File: config.mk
export PLATFORM = sky130hd
export DESIGN_NAME = mpec_top
export DESIGN_NICKNAME = d
export VERILOG_FILES = /design/src/rtl/mpec_pkg.sv /design/src/rtl/mpec_sync_if.sv /design/src/rtl/mpec_sync_edge.sv /design/src/rtl/mpec_watchdog.sv /design/src/rtl/mpec_top.sv
export SDC_FILE = /design/constraint.sdc
export NUM_CORES = 1
export LEC_CHECK = 0
export CAP_MARGIN = 10
export CORE_MARGIN = 5
export CORE_UTILIZATION = 55
export DETAILED_ROUTE_END_ITERATION = 10
export DONT_BUFFER_PORTS = 1
export PLACE_DENSITY = 0.73
export SETUP_SLACK_MARGIN = 0.15
export SLEW_MARGIN = 25
export SYNTH_ARGS = -nofsm -noshare
export SYNTH_HDL_FRONTEND = slang
export SYNTH_HIERARCHICAL = 1
export SYNTH_SLANG_ARGS = --single-unit
File: constraint.sdc
create_clock -name i_mclk -period 2.1 [get_ports i_mclk]
set_clock_uncertainty 0.2 [all_clocks]
set_input_delay 0.42 -clock i_mclk [delete_from_list [all_inputs] [get_ports i_mclk]]
set_output_delay 0.42 -clock i_mclk [all_outputs]
set_load 0.005 [all_outputs]
File: src/rtl/mpec_pkg.sv
// constants, types and input indices for the module power and event controller
// assumes a single 100 MHz clock and a synchronous active-low reset in every user
//
// Behaviour
// - power good high lets power-up proceed
// - power button acts on its falling edge
// - reset button low resets the module
// - battery low level is reported
// - resume input low requests wake-up
// - pending output warns before low-power entry
// - sleep-rail output removes power in S3-S5
// - soft-off output low in S4 and S5
// - sleep button falling edge sleeps or wakes
// - lid switch sleeps or wakes, selectable polarity
// - watchdog kick falling edge restarts countdown
// - missing kick raises watchdog expired
// - expired holds until clear, reset, power-down
// - thermal alarm low reported as throttle request
// - processor overheat forces trip and S5
package mpec_pkg;

  // clock rate and derived cycle counts
  localparam int unsigned CLK_HZ = 100_000_000;
  localparam int unsigned CLK_PERIOD_NS = 10;
  localparam int unsigned CYC_PER_MS = CLK_HZ / 1000;

  // watchdog period in milliseconds, cycles derived in the top parameter
  localparam int unsigned WDT_PERIOD_MS = 1000;
  localparam int unsigned WDT_CNT_W = 32;

  // warning time before a low-power entry, least time so rounded up
  localparam int unsigned PEND_TIME_NS = 1000;
  localparam int unsigned PEND_CYC = (PEND_TIME_NS + CLK_PERIOD_NS - 1) / CLK_PERIOD_NS;
  localparam int unsigned PEND_W = 8;

  // positions of the pin inputs in the synchroniser vector
  localparam int unsigned IN_PG = 0;
  localparam int unsigned IN_POWER_BUTTON_N = 1;
  localparam int unsigned IN_RESET_BUTTON_N = 2;
  localparam int unsigned IN_BATTERY_LOW_N = 3;
  localparam int unsigned IN_WAKE = 4;
  localparam int unsigned IN_SLPBTN = 5;
  localparam int unsigned IN_LID = 6;
  localparam int unsigned IN_KICK = 7;
  localparam int unsigned IN_THERMAL_ALARM_N = 8;
  localparam int unsigned N_IN = 9;

  // reset value of the synchronisers: power good low, active-low pins idle high
  localparam logic [N_IN-1:0] SYNC_RST = 9'h1FE;

  // power states
  typedef enum logic [5:0] {
    ST_OFF     = 6'h01,
    ST_WAIT_PG = 6'h02,
    ST_ON      = 6'h04,
    ST_PEND    = 6'h08,
    ST_SLEEP   = 6'h10,
    ST_HIBER   = 6'h20
  } mpec_state_e;

  // low-power target chosen when the warning starts
  typedef enum logic [2:0] {
    TGT_S3 = 3'h1,
    TGT_S4 = 3'h2,
    TGT_S5 = 3'h4
  } mpec_target_e;

endpackage

File: src/rtl/mpec_sync_if.sv
// synchronised levels and edge pulses of the pin inputs
// assumes producer and consumer share the controller clock
`timescale 1ns/10ps
`default_nettype none
interface mpec_sync_if #(parameter int unsigned W = 9);
  logic [W-1:0] level;
  logic [W-1:0] fall;
  logic [W-1:0] rise;
  modport src (output level, output fall, output rise);
  modport dst (input level, input fall, input rise);
endinterface
`default_nettype wire

File: src/rtl/mpec_sync_edge.sv
// two-flop synchroniser with edge detection for a vector of pin inputs
// assumes inputs are asynchronous; edges are seen two to three cycles late
`timescale 1ns/10ps
`default_nettype none
module mpec_sync_edge #(
  parameter int unsigned W = 9,
  parameter logic [W-1:0] RST_VAL = '0
) (
  input wire logic i_mclk,
  input wire logic i_rst_n,
  input wire logic [W-1:0] i_async,
  mpec_sync_if.src o_sy
);

  logic [W-1:0] meta_q;
  logic [W-1:0] sync_q;
  logic [W-1:0] prev_q;

  // first stage feeds only the second; the edge logic looks at later stages
  always_ff @(posedge i_mclk) begin
    if (!i_rst_n) begin
      meta_q <= RST_VAL;
      sync_q <= RST_VAL;
      prev_q <= RST_VAL;
    end else begin
      meta_q <= i_async;
      sync_q <= meta_q;
      prev_q <= sync_q;
    end
  end

  // levels and one-cycle edge pulses
  assign o_sy.level = sync_q;
  assign o_sy.fall = prev_q & ~sync_q;
  assign o_sy.rise = ~prev_q & sync_q;

endmodule
`default_nettype wire

File: src/rtl/mpec_watchdog.sv
// watchdog countdown with sticky expiry flag
// assumes kick, run and clear are single-clock-domain signals
`timescale 1ns/10ps
`default_nettype none
module mpec_watchdog
  import mpec_pkg::*;
#(
  parameter logic [mpec_pkg::WDT_CNT_W-1:0] P_CYCLES = 32'h05F5E100
) (
  input wire logic i_mclk,
  input wire logic i_rst_n,
  input wire logic i_run,
  input wire logic i_kick,
  input wire logic i_clear,
  output logic o_expired
);

  logic [WDT_CNT_W-1:0] cnt_q;
  logic timeout;

  // expiry when the full period has passed without a kick
  assign timeout = i_run && !i_kick && (cnt_q == P_CYCLES - 1'b1);

  // counter restarts on a kick and stands at zero while stopped
  always_ff @(posedge i_mclk) begin
    if (!i_rst_n) begin
      cnt_q <= '0;
    end else if (!i_run || i_kick || timeout) begin
      cnt_q <= '0;
    end else begin
      cnt_q <= cnt_q + 1'b1;
    end
  end

  // a timeout in the clearing cycle wins, so no expiry is lost
  always_ff @(posedge i_mclk) begin
    if (!i_rst_n) begin
      o_expired <= 1'b0;
    end else if (timeout) begin
      o_expired <= 1'b1;
    end else if (i_clear) begin
      o_expired <= 1'b0;
    end
  end

endmodule
`default_nettype wire

File: src/rtl/mpec_top.sv
// power-state and event controller of a plug-in computer module
// assumes carrier pins are asynchronous; software controls arrive on the mclk domain
`timescale 1ns/10ps
`default_nettype none
module mpec_top #(
  parameter int unsigned P_WDT_CYCLES = mpec_pkg::WDT_PERIOD_MS * mpec_pkg::CYC_PER_MS
) (
  input wire logic i_mclk,
  input wire logic i_rst_n,
  // carrier pins, all asynchronous
  input wire logic i_carrier_power_good,
  input wire logic i_power_button_n,
  input wire logic i_reset_button_n,
  input wire logic i_battery_low_n,
  input wire logic i_wake_n,
  input wire logic i_sleep_button_n,
  input wire logic i_lid_switch_n,
  input wire logic i_watchdog_kick_n,
  input wire logic i_thermal_alarm_n,
  // on-chip controls from software and the processor
  input wire logic i_lid_polarity,
  input wire logic i_sw_sleep_req,
  input wire logic i_sw_sleep_deep,
  input wire logic i_sw_off_req,
  input wire logic i_wdt_enable,
  input wire logic i_wdt_clear,
  input wire logic i_cpu_overheat,
  // carrier and system outputs
  output logic o_low_power_pending_n,
  output logic o_sleep_rail_off_n,
  output logic o_soft_off_n,
  output logic o_watchdog_expired,
  output logic o_thermal_trip_n,
  output logic o_battery_low,
  output logic o_thermal_throttle,
  output logic o_sys_reset_n,
  output logic [5:0] o_power_state
);
  import mpec_pkg::*;

  localparam logic [WDT_CNT_W-1:0] WDT_CYC = WDT_CNT_W'(P_WDT_CYCLES);
  localparam logic [PEND_W-1:0] PEND_LAST = PEND_W'(PEND_CYC - 1);

  mpec_sync_if #(.W(N_IN)) sy ();

  mpec_state_e state_q;
  mpec_state_e state_d;
  mpec_target_e target_q;
  mpec_target_e target_d;
  logic [PEND_W-1:0] pend_cnt_q;
  logic trip_q;
  logic pend_done;

  logic power_good;
  logic power_evt;
  logic reset_hold;
  logic wake_req;
  logic sleep_evt;
  logic lid_close;
  logic lid_open;
  logic kick_evt;
  logic powered;
  logic overheat_trip;
  logic wake_any;
  logic wdt_run;
  logic wdt_clear;
  logic rails_off_d;

  // every carrier pin passes the two-flop synchroniser before use
  mpec_sync_edge #(
    .W(N_IN),
    .RST_VAL(SYNC_RST)
  ) u_sync (
    .i_mclk(i_mclk),
    .i_rst_n(i_rst_n),
    .i_async({i_thermal_alarm_n, i_watchdog_kick_n, i_lid_switch_n, i_sleep_button_n,
              i_wake_n, i_battery_low_n,
              i_reset_button_n, i_power_button_n, i_carrier_power_good}),
    .o_sy(sy.src)
  );

  // decoded pin events; edges are used only where a level would retrigger
  assign power_good = sy.level[IN_PG];
  assign power_evt = sy.fall[IN_POWER_BUTTON_N];
  assign reset_hold = ~sy.level[IN_RESET_BUTTON_N];
  assign wake_req = ~sy.level[IN_WAKE];
  assign sleep_evt = sy.fall[IN_SLPBTN];
  assign kick_evt = sy.fall[IN_KICK];

  // polarity low: a low lid pin means closed; polarity high swaps the meaning
  assign lid_close = i_lid_polarity ? sy.rise[IN_LID] : sy.fall[IN_LID];
  assign lid_open = i_lid_polarity ? sy.fall[IN_LID] : sy.rise[IN_LID];

  // states in which the processor and its rails are live
  assign powered = (state_q == ST_WAIT_PG) || (state_q == ST_ON) || (state_q == ST_PEND);
  assign overheat_trip = powered && i_cpu_overheat;

  // any source that brings a sleeping system back
  assign wake_any = wake_req || power_evt || sleep_evt || lid_open;

  assign pend_done = (pend_cnt_q == PEND_LAST);

  // next power state; overheat outranks everything, then power-good loss, then reset, then user events
  always_comb begin
    state_d = state_q;
    target_d = target_q;
    if (overheat_trip) begin
      state_d = ST_OFF;
      target_d = TGT_S5;
    end else begin
      unique case (state_q)
        ST_OFF: begin
          // a tripped system waits for a deliberate power button press
          if (power_evt || (wake_req && !trip_q)) begin
            state_d = ST_WAIT_PG;
          end
        end
        ST_WAIT_PG: begin
          // rails are requested; proceed only once the carrier reports them good
          if (power_good && !reset_hold) begin
            state_d = ST_ON;
          end
        end
        ST_ON: begin
          if (!power_good) begin
            state_d = ST_OFF;
            target_d = TGT_S5;
          end else if (reset_hold) begin
            state_d = ST_WAIT_PG;
          end else if (power_evt || i_sw_off_req) begin
            state_d = ST_PEND;
            target_d = TGT_S5;
          end else if (sleep_evt || lid_close || i_sw_sleep_req) begin
            state_d = ST_PEND;
            target_d = i_sw_sleep_deep ? TGT_S4 : TGT_S3;
          end
        end
        ST_PEND: begin
          // the warning runs its full time before the rails drop
          if (!power_good) begin
            state_d = ST_OFF;
            target_d = TGT_S5;
          end else if (pend_done) begin
            unique case (target_q)
              TGT_S3: state_d = ST_SLEEP;
              TGT_S4: state_d = ST_HIBER;
              TGT_S5: state_d = ST_OFF;
              default: state_d = ST_OFF;
            endcase
          end
        end
        ST_SLEEP: begin
          if (wake_any) begin
            state_d = ST_WAIT_PG;
          end
        end
        ST_HIBER: begin
          if (wake_any) begin
            state_d = ST_WAIT_PG;
          end
        end
        default: begin
          // an illegal code drops to the safe soft-off state
          state_d = ST_OFF;
          target_d = TGT_S5;
        end
      endcase
    end
  end

  // state register; reset lands in soft-off so the rails start dropped
  always_ff @(posedge i_mclk) begin
    if (!i_rst_n) begin
      state_q <= ST_OFF;
    end else begin
      state_q <= state_d;
    end
  end

  // target register, latched when the warning starts and read when it ends
  // keeping it apart lets software change the depth request mid-warning safely
  always_ff @(posedge i_mclk) begin
    if (!i_rst_n) begin
      target_q <= TGT_S5;
    end else begin
      target_q <= target_d;
    end
  end

  // warning timer, restarted on every entry to the pending state
  always_ff @(posedge i_mclk) begin
    if (!i_rst_n) begin
      pend_cnt_q <= '0;
    end else if (state_q != ST_PEND) begin
      pend_cnt_q <= '0;
    end else if (!pend_done) begin
      pend_cnt_q <= pend_cnt_q + 1'b1;
    end
  end

  // trip latch: set wins over the clear from a power button press
  always_ff @(posedge i_mclk) begin
    if (!i_rst_n) begin
      trip_q <= 1'b0;
    end else if (overheat_trip) begin
      trip_q <= 1'b1;
    end else if (state_q == ST_OFF && power_evt) begin
      trip_q <= 1'b0;
    end
  end

  // rails drop in S3, S4 and S5 alike
  assign rails_off_d = (state_d == ST_OFF) || (state_d == ST_SLEEP) || (state_d == ST_HIBER);

  // watchdog runs only while the system is live and out of reset
  assign wdt_run = i_wdt_enable && (state_q == ST_ON) && !reset_hold;
  // software clear, a system reset or a power-down each release the flag
  assign wdt_clear = i_wdt_clear || reset_hold || rails_off_d;

  mpec_watchdog #(
    .P_CYCLES(WDT_CYC)
  ) u_wdt (
    .i_mclk(i_mclk),
    .i_rst_n(i_rst_n),
    .i_run(wdt_run),
    .i_kick(kick_evt),
    .i_clear(wdt_clear),
    .o_expired(o_watchdog_expired)
  );

  // warning pin, low for the whole pending state
  // registered from the next state so it moves on the same edge as the state
  always_ff @(posedge i_mclk) begin
    if (!i_rst_n) begin
      o_low_power_pending_n <= 1'b1;
    end else begin
      o_low_power_pending_n <= (state_d != ST_PEND);
    end
  end

  // sleep-rail pin; the carrier gates its main-derived rail enables with it
  always_ff @(posedge i_mclk) begin
    if (!i_rst_n) begin
      o_sleep_rail_off_n <= 1'b0;
    end else begin
      o_sleep_rail_off_n <= !rails_off_d;
    end
  end

  // soft-off pin, low in S4 and S5 but not in S3
  always_ff @(posedge i_mclk) begin
    if (!i_rst_n) begin
      o_soft_off_n <= 1'b0;
    end else begin
      o_soft_off_n <= !((state_d == ST_OFF) || (state_d == ST_HIBER));
    end
  end

  // system reset released only while live and the button is not held
  // waiting for power good keeps the processor in reset until rails settle
  always_ff @(posedge i_mclk) begin
    if (!i_rst_n) begin
      o_sys_reset_n <= 1'b0;
    end else begin
      o_sys_reset_n <= ((state_d == ST_ON) || (state_d == ST_PEND)) && !reset_hold;
    end
  end

  // one-hot state copy for software and debug
  always_ff @(posedge i_mclk) begin
    if (!i_rst_n) begin
      o_power_state <= ST_OFF;
    end else begin
      o_power_state <= state_d;
    end
  end

  // trip pin follows the latch so the carrier sees why the system went off
  always_ff @(posedge i_mclk) begin
    if (!i_rst_n) begin
      o_thermal_trip_n <= 1'b1;
    end else begin
      o_thermal_trip_n <= !(overheat_trip || trip_q);
    end
  end

  // battery report is a plain level, filtered only by the synchroniser
  // no debounce, so a chattering pin shows up here as it is
  always_ff @(posedge i_mclk) begin
    if (!i_rst_n) begin
      o_battery_low <= 1'b0;
    end else begin
      o_battery_low <= ~sy.level[IN_BATTERY_LOW_N];
    end
  end

  // thermal alarm passed on as a throttle request; throttling itself is elsewhere
  always_ff @(posedge i_mclk) begin
    if (!i_rst_n) begin
      o_thermal_throttle <= 1'b0;
    end else begin
      o_thermal_throttle <= ~sy.level[IN_THERMAL_ALARM_N];
    end
  end

endmodule
`default_nettype wire

=== Word level (Yosys, flattened, before mapping) ===
Cells that the tools add are included.

* Register bits after elaboration: 84
* Output and inout bits: 14
* Word-level logic and storage cells: 114
* Bits of input ports: 18

* Bitwise operators: 10
* Reduce and logical (&&, ||, !) cells: 41
* Add/subtract/negate cells: 2
* Muxes and demuxes: 25
* Equality and inequality tests: 20

{| class="wikitable"
|+ Operator list
! cell !! count
|-
| $mux 6 || 10
|-
| $add 32x1->32 const B || 1
|-
| $eq 32x27->1 const B || 1
|-
| $pmux 6 s5 || 1
|-
| $logic_or 1x1->1 || 18
|-
| $mux 3 || 5
|-
| $eq 6x1->1 const B || 2
|-
| $eq 6x3->1 const B || 2
|-
| $eq 6x4->1 const B || 2
|-
| $eq 6x5->1 const B || 2
|-
| $eq 6x6->1 const B || 2
|-
| $ne 6x4->1 const B || 2
|-
| $pmux 6 s2 || 1
|-
| $logic_and 1x1->1 || 9
|-
| $pmux 3 s3 || 1
|-
| $add 8x1->8 const B || 1
|-
| $and 8x8->8 || 1
|-
| $eq 8x7->1 const B || 1
|-
| $not 8->8 || 1
|-
| $reduce_or 2->1 || 4
|-
| $and 7x7->7 || 1
|-
| $not 7->7 || 1
|-
| $eq 6x2->1 const B || 1
|-
| $logic_not 1->1 || 6
|-
| other kinds (11) || 22
|}

=== Longest topological paths before layout ===
Gate-level depths: netlist (run 1).

* Word-level depth: 17
* Depth in mapped cells: 9
* Depth with buffers taken out: 8

=== Cells and area by module ===
The synthesis (run 1) kept the hierarchy.

{| class="wikitable"
|+ By module, submodules not included
! module !! sequential area each (µm²) !! times used !! area an instance (µm²) !! cells each
|-
| mpec_watchdog || 660.6 || 1 || 1796.7 || 204
|-
| mpec_top || 500.5 || 1 || 1403.8 || 161
|-
| mpec_sync_edge || 540.5 || 1 || 840.8 || 74
|}

=== Worst setup path before layout (run 1) ===
Ideal clock, no wire load.

* Kind: register to register
* From: register pend_cnt_q[0]
* To: register u_wdt.o_expired
* Required time: 1.785 ns
* Stages on the path, launching flop included: 9
* Path buffers: 1
* Slack: -0.205 ns
* Setup time: 0.115 ns
* Period minus slack after synthesis: 2.305 ns
* Arrival: 1.990 ns
* Path through: dfxtp_1 -> ha_1 -> nand4b_1 -> or4_1 -> clkbuf_1 -> o41a_1 -> nand4_1 -> nor2b_1 -> o21a_1

* Word-level cells in the longest chain between the ends: 10
* Elaborated cells between the ends (all ways): 12
* Those cells by class: eq/ne (4); mux (4); reduce/logical (4)

{| class="wikitable"
|+ Ends and longest elaborated chain
! element !! RTL line !! source
|-
| start, declared || mpec_top.sv:50 || <nowiki>logic [PEND_W-1:0] pend_cnt_q;</nowiki>
|-
| start signal, assigned || mpec_top.sv:197 || <nowiki>pend_cnt_q <= pend_cnt_q + 1'b1;</nowiki>
|-
| $eq 8x7->1 (*) || mpec_top.sv:101 || <nowiki>assign pend_done = (pend_cnt_q == PEND_LAST);</nowiki>
|-
| $mux 6 (*) || mpec_top.sv:143 || <nowiki>end else if (pend_done) begin</nowiki>
|-
| $mux 6 (*) || mpec_top.sv:140 || <nowiki>if (!power_good) begin</nowiki>
|-
| $pmux 6 s5 (*) || mpec_top.sv:111 || <nowiki>unique case (state_q)</nowiki>
|-
| $mux 6 (*) || mpec_top.sv:107 || <nowiki>if (overheat_trip) begin</nowiki>
|-
| $eq 6x1->1 / $eq 6x5->1 (equally long branches) || mpec_top.sv:213 || <nowiki>assign rails_off_d = (state_d == ST_OFF) || (state_d == ST_SLEEP) || (state_d == ST_HIBER);</nowiki>
|-
| $logic_or 1x1->1 || mpec_top.sv:213 ||
|-
| $logic_or 1x1->1 (*) || mpec_top.sv:213 ||
|-
| $logic_or 1x1->1 (*) || mpec_top.sv:218 || <nowiki>assign wdt_clear = i_wdt_clear || reset_hold || rails_off_d;</nowiki>
|-
| named net wdt_clear || mpec_top.sv:66 || <nowiki>logic wdt_clear;</nowiki>
|-
| $reduce_bool 2->1 (no line) (*) || -- ||
|-
| end signal, assigned || mpec_watchdog.sv:38 || <nowiki>o_expired <= 1'b0;</nowiki>
|-
| end signal, assigned || mpec_watchdog.sv:40 || <nowiki>o_expired <= 1'b1;</nowiki>
|-
| end signal, assigned || mpec_watchdog.sv:42 || <nowiki>o_expired <= 1'b0;</nowiki>
|-
| end, declared || mpec_watchdog.sv:15 || <nowiki>output logic o_expired</nowiki>
|}

The timed path passes the listed nets; every way through them passes the cells marked *.
A chain may end at the register's enable or synchronous reset.

==> Flow_metrics.wiki, run 1 <==
{| class="wikitable"
! Metric !! Value
|-
| Outcome || complete, but fails checks
|-
| Violated checks || DRC, setup timing
|-
| Endpoint of the worst register-to-register path || u_wdt/o_expired
|-
| Min-Delay Path Depth || 1
|-
| Sink Count || 80
|-
| Global-route track usage on met1 || 0.293
|-
| Gate family responsible for the most delay along the worst path || simple AND/OR/NAND/NOR gates
|-
| IR Drop Worst-Case VDD || 647 uV
|-
| Nets in the synthesized netlist || 436
|-
| R2R Setup Slk || -0.17 ns
|-
| Via-to-Cell Ratio || 6.34
|-
| Final setup viols || 4
|-
| Count of vias placed by the detailed router || 3,782
|-
| Worst hold endpoint || u_sync/meta_q[8]
|-
| Detailed Routing Iterations Pass 1 || 9
|-
| Max Cap Violations || 0
|-
| Number of standard cells in the layout, taps in and fillers out || 597
|-
| Post-Place Cells || 536
|-
| Die Wd || 93.4 microns
|-
| Worst slew margin relative to its limit || 0.654
|-
| Maximum number of pins on one net before global-route repair || 25
|-
| Crit share post-route || 1.08
|-
| Via count of the first global-routing pass || 3,275
|-
| Final number of max-transition violations || 0
|-
| Yosys warnings || 6
|-
| Launching point of the worst reg2reg path || o_power_state[5]
|-
| CP Data Required Time || 2.17 ns
|-
| Routed wire per std cell || 19.0 microns
|-
| Number of cells on the worst reg-to-reg path || 7
|-
| Post-synthesis instance total || 416
|-
| CTS Buf Count || 9
|-
| Signal arrival time at the worst endpoint || 2.34 ns
|-
| Standard-cell row count || 30
|-
| Worst-path cell chain || buf_12 > nor4b_4 > nand3_2 > o41a_1 > nand4_1 > nor2b_1 > o21a_1
|-
| Worst slew pin tran || 0.512 ns
|-
| Maximum clock insertion buffer count || 2
|-
| Overall track demand over capacity in global routing || 0.220
|-
| Core area || 6790 sq um
|-
| Worst Setup Slack post-DPL || -0.0206 ns
|-
| DP HPWL || 6040 microns
|-
| Sort of element at the start of the critical path || flip-flop
|-
| Proportion of layout cells with a drive suffix above 1 || 0.389
|-
| Area Overhead vs Synth || 40.7%
|-
| Tightest Hold Check Type || primary input to flip-flop
|-
| Post-layout worst setup margin || -0.168 ns
|-
| Mean instance size in the synthesized netlist || 9.20 sq um
|-
| Post-route DRC violation count || 2
|-
| Clock transition at the registers of the reported paths || 0.10 ns
|-
| Effective utilization at floorplan || 0.563
|-
| Endpoint type of the worst setup path || flip-flop
|-
| Busiest layer in global routing || met2
|-
| Post-synthesis instance area || 3830 sq um
|-
| Count of buffer and inverter cells on the critical path || 1
|-
| Number of hold violations in the final report || 0
|-
| Number of nets still failing antenna checks after routing || 0
|-
| Maximum operating frequency || 441 MHz
|-
| Total Die Area || 8730 sq um
|-
| GRT Residual Overflow || 0
|-
| Worst Hold Launch || i_rst_n
|-
| Final RePlAce weighted congestion || 0.870
|-
| Met2 layer usage reported by global route || 0.342
|-
| GRT met3 Usage || 0.0434
|-
| Vertical die dimension || 93.4 microns
|-
| Number of nets in the layout || 516
|-
| Pwr per Cell Area || 581 nW/um^2
|-
| Maximum fanout along the worst path || 7
|-
| Post-detailed-routing wire length || 11,400 microns
|-
| Antenna cells || 0
|-
| CP max stage delay || 0.51 ns
|-
| Worst path slowest cell || sky130_fd_sc_hd__o41a_1
|-
| Master cell of the clock root buffer || sky130_fd_sc_hd__clkbuf_8
|-
| Quantity of I/O buffers inserted on ports || 0
|-
| H-tree depth reported by CTS || 3
|-
| Clock insertion delay at the later pin of the skew report || 0.37 ns
|-
| RSZ-0062 raised after global routing || true
|-
| Antenna violations before repair || 0
|-
| Final critical path time including I/O delays and setup || 2.27 ns
|-
| Leakage Power || 1.88 nW
|-
| Wire length of the first global-routing pass || 15,300 microns
|-
| TritonCTS clock tree || yes
|-
| Critical Setup Path Class || flip-flop to flip-flop
|-
| Iter 0 DRT Violations || 489
|-
| Top Ports || 32
|}
## where the power goes
part           internal (mW)  switching [mW]
clock network          0.699           0.650
logic                  0.116           0.103
registers               1.54          0.0219
total                   2.35           0.775
## worst max-delay path by stage
stage	from	to	slack, ns	cells past startpoint
final	o_power_state[5]	u_wdt/o_expired	-0.17	7
after global routing	o_power_state[5]	u_wdt/o_expired	-0.21	7
after detailed placement	pend_cnt_q[1]	u_wdt/o_expired	-0.02	7
after CTS	pend_cnt_q[1]	u_wdt/o_expired	0.01	7
after floorplan	pend_cnt_q[1]	u_wdt/o_expired	0.002	8
after global placement	pend_cnt_q[1]	u_wdt/o_expired	-0.01	7
## through the flow
stage                     hold slack, ns  instance area, sq um   util  power, mW  TNS [ns]
after floorplan                    0.168                  3880      -       1.70         0
after global placement             0.179                  4230  0.623       1.73   -0.0106
after detailed placement           0.193                  4230  0.623       1.73   -0.0218
after CTS                        0.00109                  4770  0.702       3.07         0
after global routing             0.00269                  5380  0.792       3.22    -0.697
final                            0.00163                  5380  0.792       3.13    -0.198
## sequential cells by signal (all words and copies together), names as in the netlist
signal,cells
u_wdt/cnt_q,32
u_sync/meta_q,9
u_sync/o_sy.level,9
pend_cnt_q,8
o_power_state,6
u_sync/prev_q,4
target_q,3
o_battery_low,1
o_low_power_pending_n,1
o_sleep_rail_off_n,1
o_soft_off_n,1
o_sys_reset_n,1
o_thermal_throttle,1
o_thermal_trip_n,1
trip_q,1
u_wdt/o_expired,1
## cell type report
class                      count  area, sq um
multi-input combinational    302         2490
inverter                      11         41.3
tap                           96          120
clock inverter                 7          109
clock buffer                   9          124
timing repair buffer          92          862
fill                         394         1410
sequential                    80         1640
## worst reg2reg max path, delay by kind of cell, from the launching register on
family	cells	cell delay [ns]
AO/OA/AOI/OAI	2	0.70
buffers and inverters	1	0.14
flip-flops	1	0.38
AND/OR/NAND/NOR	4	0.75
## layout by cell type, fill, tap and decap left out, drive strengths merged, types with 6 or more instances in the layout
master       instances
dfxtp               80
buf                 73
nor2                25
nand3               25
nand2               24
nor3                20
nand4               18
a211oi              17
nand2b              16
or4                 16
inv                 16
dlygate4sd3         14
o31ai               14
clkbuf              13
xor2                12
xnor2                9
o21ai                9
and3                 9
nor4                 9
mux2i                7
nor2b                7
and2                 7
or2b                 6
## what timing repair did
action,in CTS,in global routing
gates resized for setup,38,80
endpoints found under the hold margin,23,1
setup endpoints to repair,41,48
hold buffers,14,1
cloned,0,6
buffers inserted,4,20
pin swaps,9,44
## per-layer routing
layer	wire length (microns)	vias up
met5	0	-
met4	297	0
met3	861	40
met2	5590	207
met1	4610	1822
li1	-	1713
Note: power is estimated with default switching activity, not from simulation.
==> inputs of run 2 (changes only) <==
ABC_AREA = 1   (was unset)
==> Flow_metrics.wiki, run 2 <==
{| class="wikitable"
! Metric !! Value
|-
| Overall track demand over capacity in global routing || 0.206 (-0.0143)
|-
| TritonCTS clock tree || yes
|-
| Launching point of the worst reg2reg path || pend_cnt_q[1]
|-
| Number of nets in the layout || 645 (+25%)
|-
| Antenna cells || 0 (unchanged)
|-
| Endpoint type of the worst setup path || flip-flop
|-
| Outcome || finished, final reports clean
|-
| Post-synthesis instance area || 4060 sq um (+6.1%)
|-
| Gate family responsible for the most delay along the worst path || simple AND/OR/NAND/NOR gates
|-
| Number of hold violations in the final report || 0 (unchanged)
|-
| Master cell of the clock root buffer || sky130_fd_sc_hd__clkbuf_8
|-
| Final TNS setup || 0 ns (+0.198 ns)
|-
| Pwr per Cell Area || 677 nW/um^2 (+16%)
|-
| Maximum clock insertion buffer count || 2 (unchanged)
|-
| Flip-flop count of the largest register, all copies and words added || 32 (unchanged)
|-
| Yosys warnings || 6 (unchanged)
|-
| Path length in cells of the critical path || 12 (+5)
|-
| Final number of max-transition violations || 0 (unchanged)
|-
| R2R Setup Slk || 0.26 ns (+0.43 ns)
|-
| Sink Count || 80 (unchanged)
|-
| Hold Worst Slack || 0.0254 ns (+0.0237 ns)
|-
| Core area || 7210 sq um (+6.2%)
|-
| Die Wd || 95.9 microns (+2.7%)
|-
| Most frequent cell on the critical path || sky130_fd_sc_hd__nand3_1
|-
| Worst-path cell chain || ha_1 > nand2_1 > nor2_2 > nand3_1 > o21ai_0 > nand3_1 > inv_1 > nor2_1 > nand3_1 > inv_1 > nand2_1 > a21boi_1
|-
| Maximum number of pins on one net before global-route repair || 33 (+32%)
|-
| Effective utilization at floorplan || 0.563 (about the same)
|-
| IR Drop Worst-Case VDD || 552 uV (-15%)
|-
| Tightest Hold Check Type || primary input to flip-flop
|-
| Most flop-heavy register || u_wdt/cnt_q
|-
| Timing endpoint of the critical path || u_wdt/o_expired
|-
| Post-route DRC violation count || 0 (-2)
|-
| Wire length of the first global-routing pass || 15,000 microns (-1.9%)
|-
| Worst Setup Slack post-DPL || 0.184 ns (+0.204 ns)
|-
| Via-to-Cell Ratio || 4.84 (-24%)
|-
| Commonest cells after routing, fill and taps aside || sky130_fd_sc_hd__nand2_1 (167), sky130_fd_sc_hd__nor2_1 (118), sky130_fd_sc_hd__inv_1 (92)
|-
| CP max stage delay || 0.37 ns (-0.14 ns)
|-
| Worst slew margin relative to its limit || 0.379 (-0.275)
|-
| Clock transition at the registers of the reported paths || 0.10 ns (about the same)
|-
| Top Ports || 32 (unchanged)
|-
| Standard-cell row count || 31 (+3.3%)
|-
| Routed wire per std cell || 11.8 microns (-38%)
|-
| Leakage Power || 1.91 nW (+1.3%)
|-
| Post-detailed-routing wire length || 8600 microns (-24%)
|-
| Crit share post-route || 0.877 (-0.203)
|-
| Post-synthesis instance total || 605 (+45%)
|-
| Sort of element at the start of the critical path || flip-flop
|-
| Worst setup path startpoint || pend_cnt_q[1]
|-
| Worst slew pin tran || 0.932 ns (+0.420 ns)
|-
| Final critical path time including I/O delays and setup || 1.84 ns (-0.426 ns)
|-
| CP Data Required Time || 2.15 ns (-0.02 ns)
|-
| Via count of the first global-routing pass || 3,439 (+5.0%)
|-
| Count of vias placed by the detailed router || 3,528 (-6.7%)
|-
| Fraction of the core area covered by cells at the end of the flow || 0.626 (-0.167)
|-
| Iter 0 DRT Violations || 263 (-46%)
|-
| Final RePlAce weighted congestion || 0.992 (+14%)
|-
| Nets in the synthesized netlist || 625 (+43%)
|-
| Post-layout worst setup margin || 0.258 ns (+0.426 ns)
|-
| Number of cells on the worst reg-to-reg path || 12 (+5)
|-
| Final setup viols || 0 (-4)
|-
| Area Overhead vs Synth || 11.1%
|-
| H-tree depth reported by CTS || 3 (unchanged)
|-
| Maximum operating frequency || 543 MHz (+23%)
|-
| Signal arrival time at the worst endpoint || 1.89 ns (-0.45 ns)
|-
| Worst path slowest cell || sky130_fd_sc_hd__dfxtp_1
|-
| Total Die Area || 9210 sq um (+5.5%)
|-
| Maximum fanout along the worst path || 3 (-4)
|-
| Endpoint of the worst register-to-register path || u_wdt/o_expired
|-
| Max Cap Violations || 0 (unchanged)
|-
| Quantity of I/O buffers inserted on ports || 0 (unchanged)
|-
| Count of buffer and inverter cells on the critical path || 2 (+1)
|-
| Clock insertion delay at the later pin of the skew report || 0.36 ns (about the same)
|-
| Vertical die dimension || 95.9 microns (+2.7%)
|-
| Proportion of layout cells with a drive suffix above 1 || 0.141 (-0.248)
|-
| Detailed Routing Iterations Pass 1 || 5 (-4)
|-
| Critical Setup Path Class || flip-flop to flip-flop
|-
| GRT Residual Overflow || 0 (unchanged)
|-
| RSZ-0062 raised after global routing || true
|-
| DP HPWL || 6270 microns (+3.9%)
|-
| CTS Buf Count || 9 (unchanged)
|-
| Number of nets still failing antenna checks after routing || 0 (unchanged)
|-
| Most frequent standard cell in the layout excluding fill and tap cells || sky130_fd_sc_hd__nand2_1
|-
| Antenna violations before repair || 0 (unchanged)
|-
| Mean instance size in the synthesized netlist || 6.72 sq um (-27%)
|-
| Worst Hold Launch || i_sw_sleep_deep
|}
run 2: cell types whose count changed in the layout (fill, tap and decap cells not counted), sizes merged, moves of 17 or more:
cell and change:
a211oi -17, nor2 +120, buf -67, inv +87
nand2 +155
run 2: stage by stage:
stage	std cells	power [mW]	instance area, sq um
2_1_floorplan	605	1.74	4060
3_3_place_gp	699	1.76	4120
3_5_place_dp	699	1.76	4120
4_1_cts	725	3.09	4450
5_1_grt	729	3.21	4520
6_report	729	3.06	4520
run 2: worst min path at each step:
stage | endpoint | slack (ns) | depth (start not counted)
3_3_place_gp | o_battery_low | 0.17 | 1
5_1_grt | target_q[1] | 0.02 | 2
3_5_place_dp | o_battery_low | 0.19 | 1
4_1_cts | target_q[0] | 0.005 | 3
2_1_floorplan | o_battery_low | 0.17 | 1
6_report | target_q[0] | 0.03 | 3
run 2: tightest hold or removal path, delay by kind of cell:
family / cells / cell delay [ns]
AOI/OAI and AO/OA: 1 / 0.05
and+or+nand+nor: 2 / 0.08
run 2: power by group:
group | internal [mW] | total (mW) | switching, mW
clock | 0.692 | 1.31 | 0.614
sequential | 1.55 | 1.57 | 0.0213
combinational | 0.0664 | 0.176 | 0.110
total | 2.31 | 3.06 | 0.745
run 2: per-layer routing:
metal / wire [microns] / vias up / GRT usage
met1: 3970 / 1555 / 0.265
met3: 453 / 18 / 0.0485
met5: 0 / - / 0
met2: 3990 / 98 / 0.336
met4: 182 / 0 / 0.0746
li1: - / 1857 / -
run 2: what timing repair did:
action | CTS | global route
hold buffers | 10 | 0
hold endpoints to repair | 27 | 0
gates resized for setup | 0 | 16
setup endpoints to repair | 0 | 35
setup buffers | 0 | 4
run 2: final cells by class:
| class | count | area [sq um] |
|---|---|---|
| Fill cell | 660 | 2700 |
| Multi-Input combinational cell | 419 | 2030 |
| Sequential cell | 80 | 1610 |
| Inverter | 99 | 372 |
| Timing Repair Buffer | 16 | 151 |
| Clock buffer | 9 | 124 |
| Tap cell | 99 | 124 |
| Clock inverter | 7 | 106 |
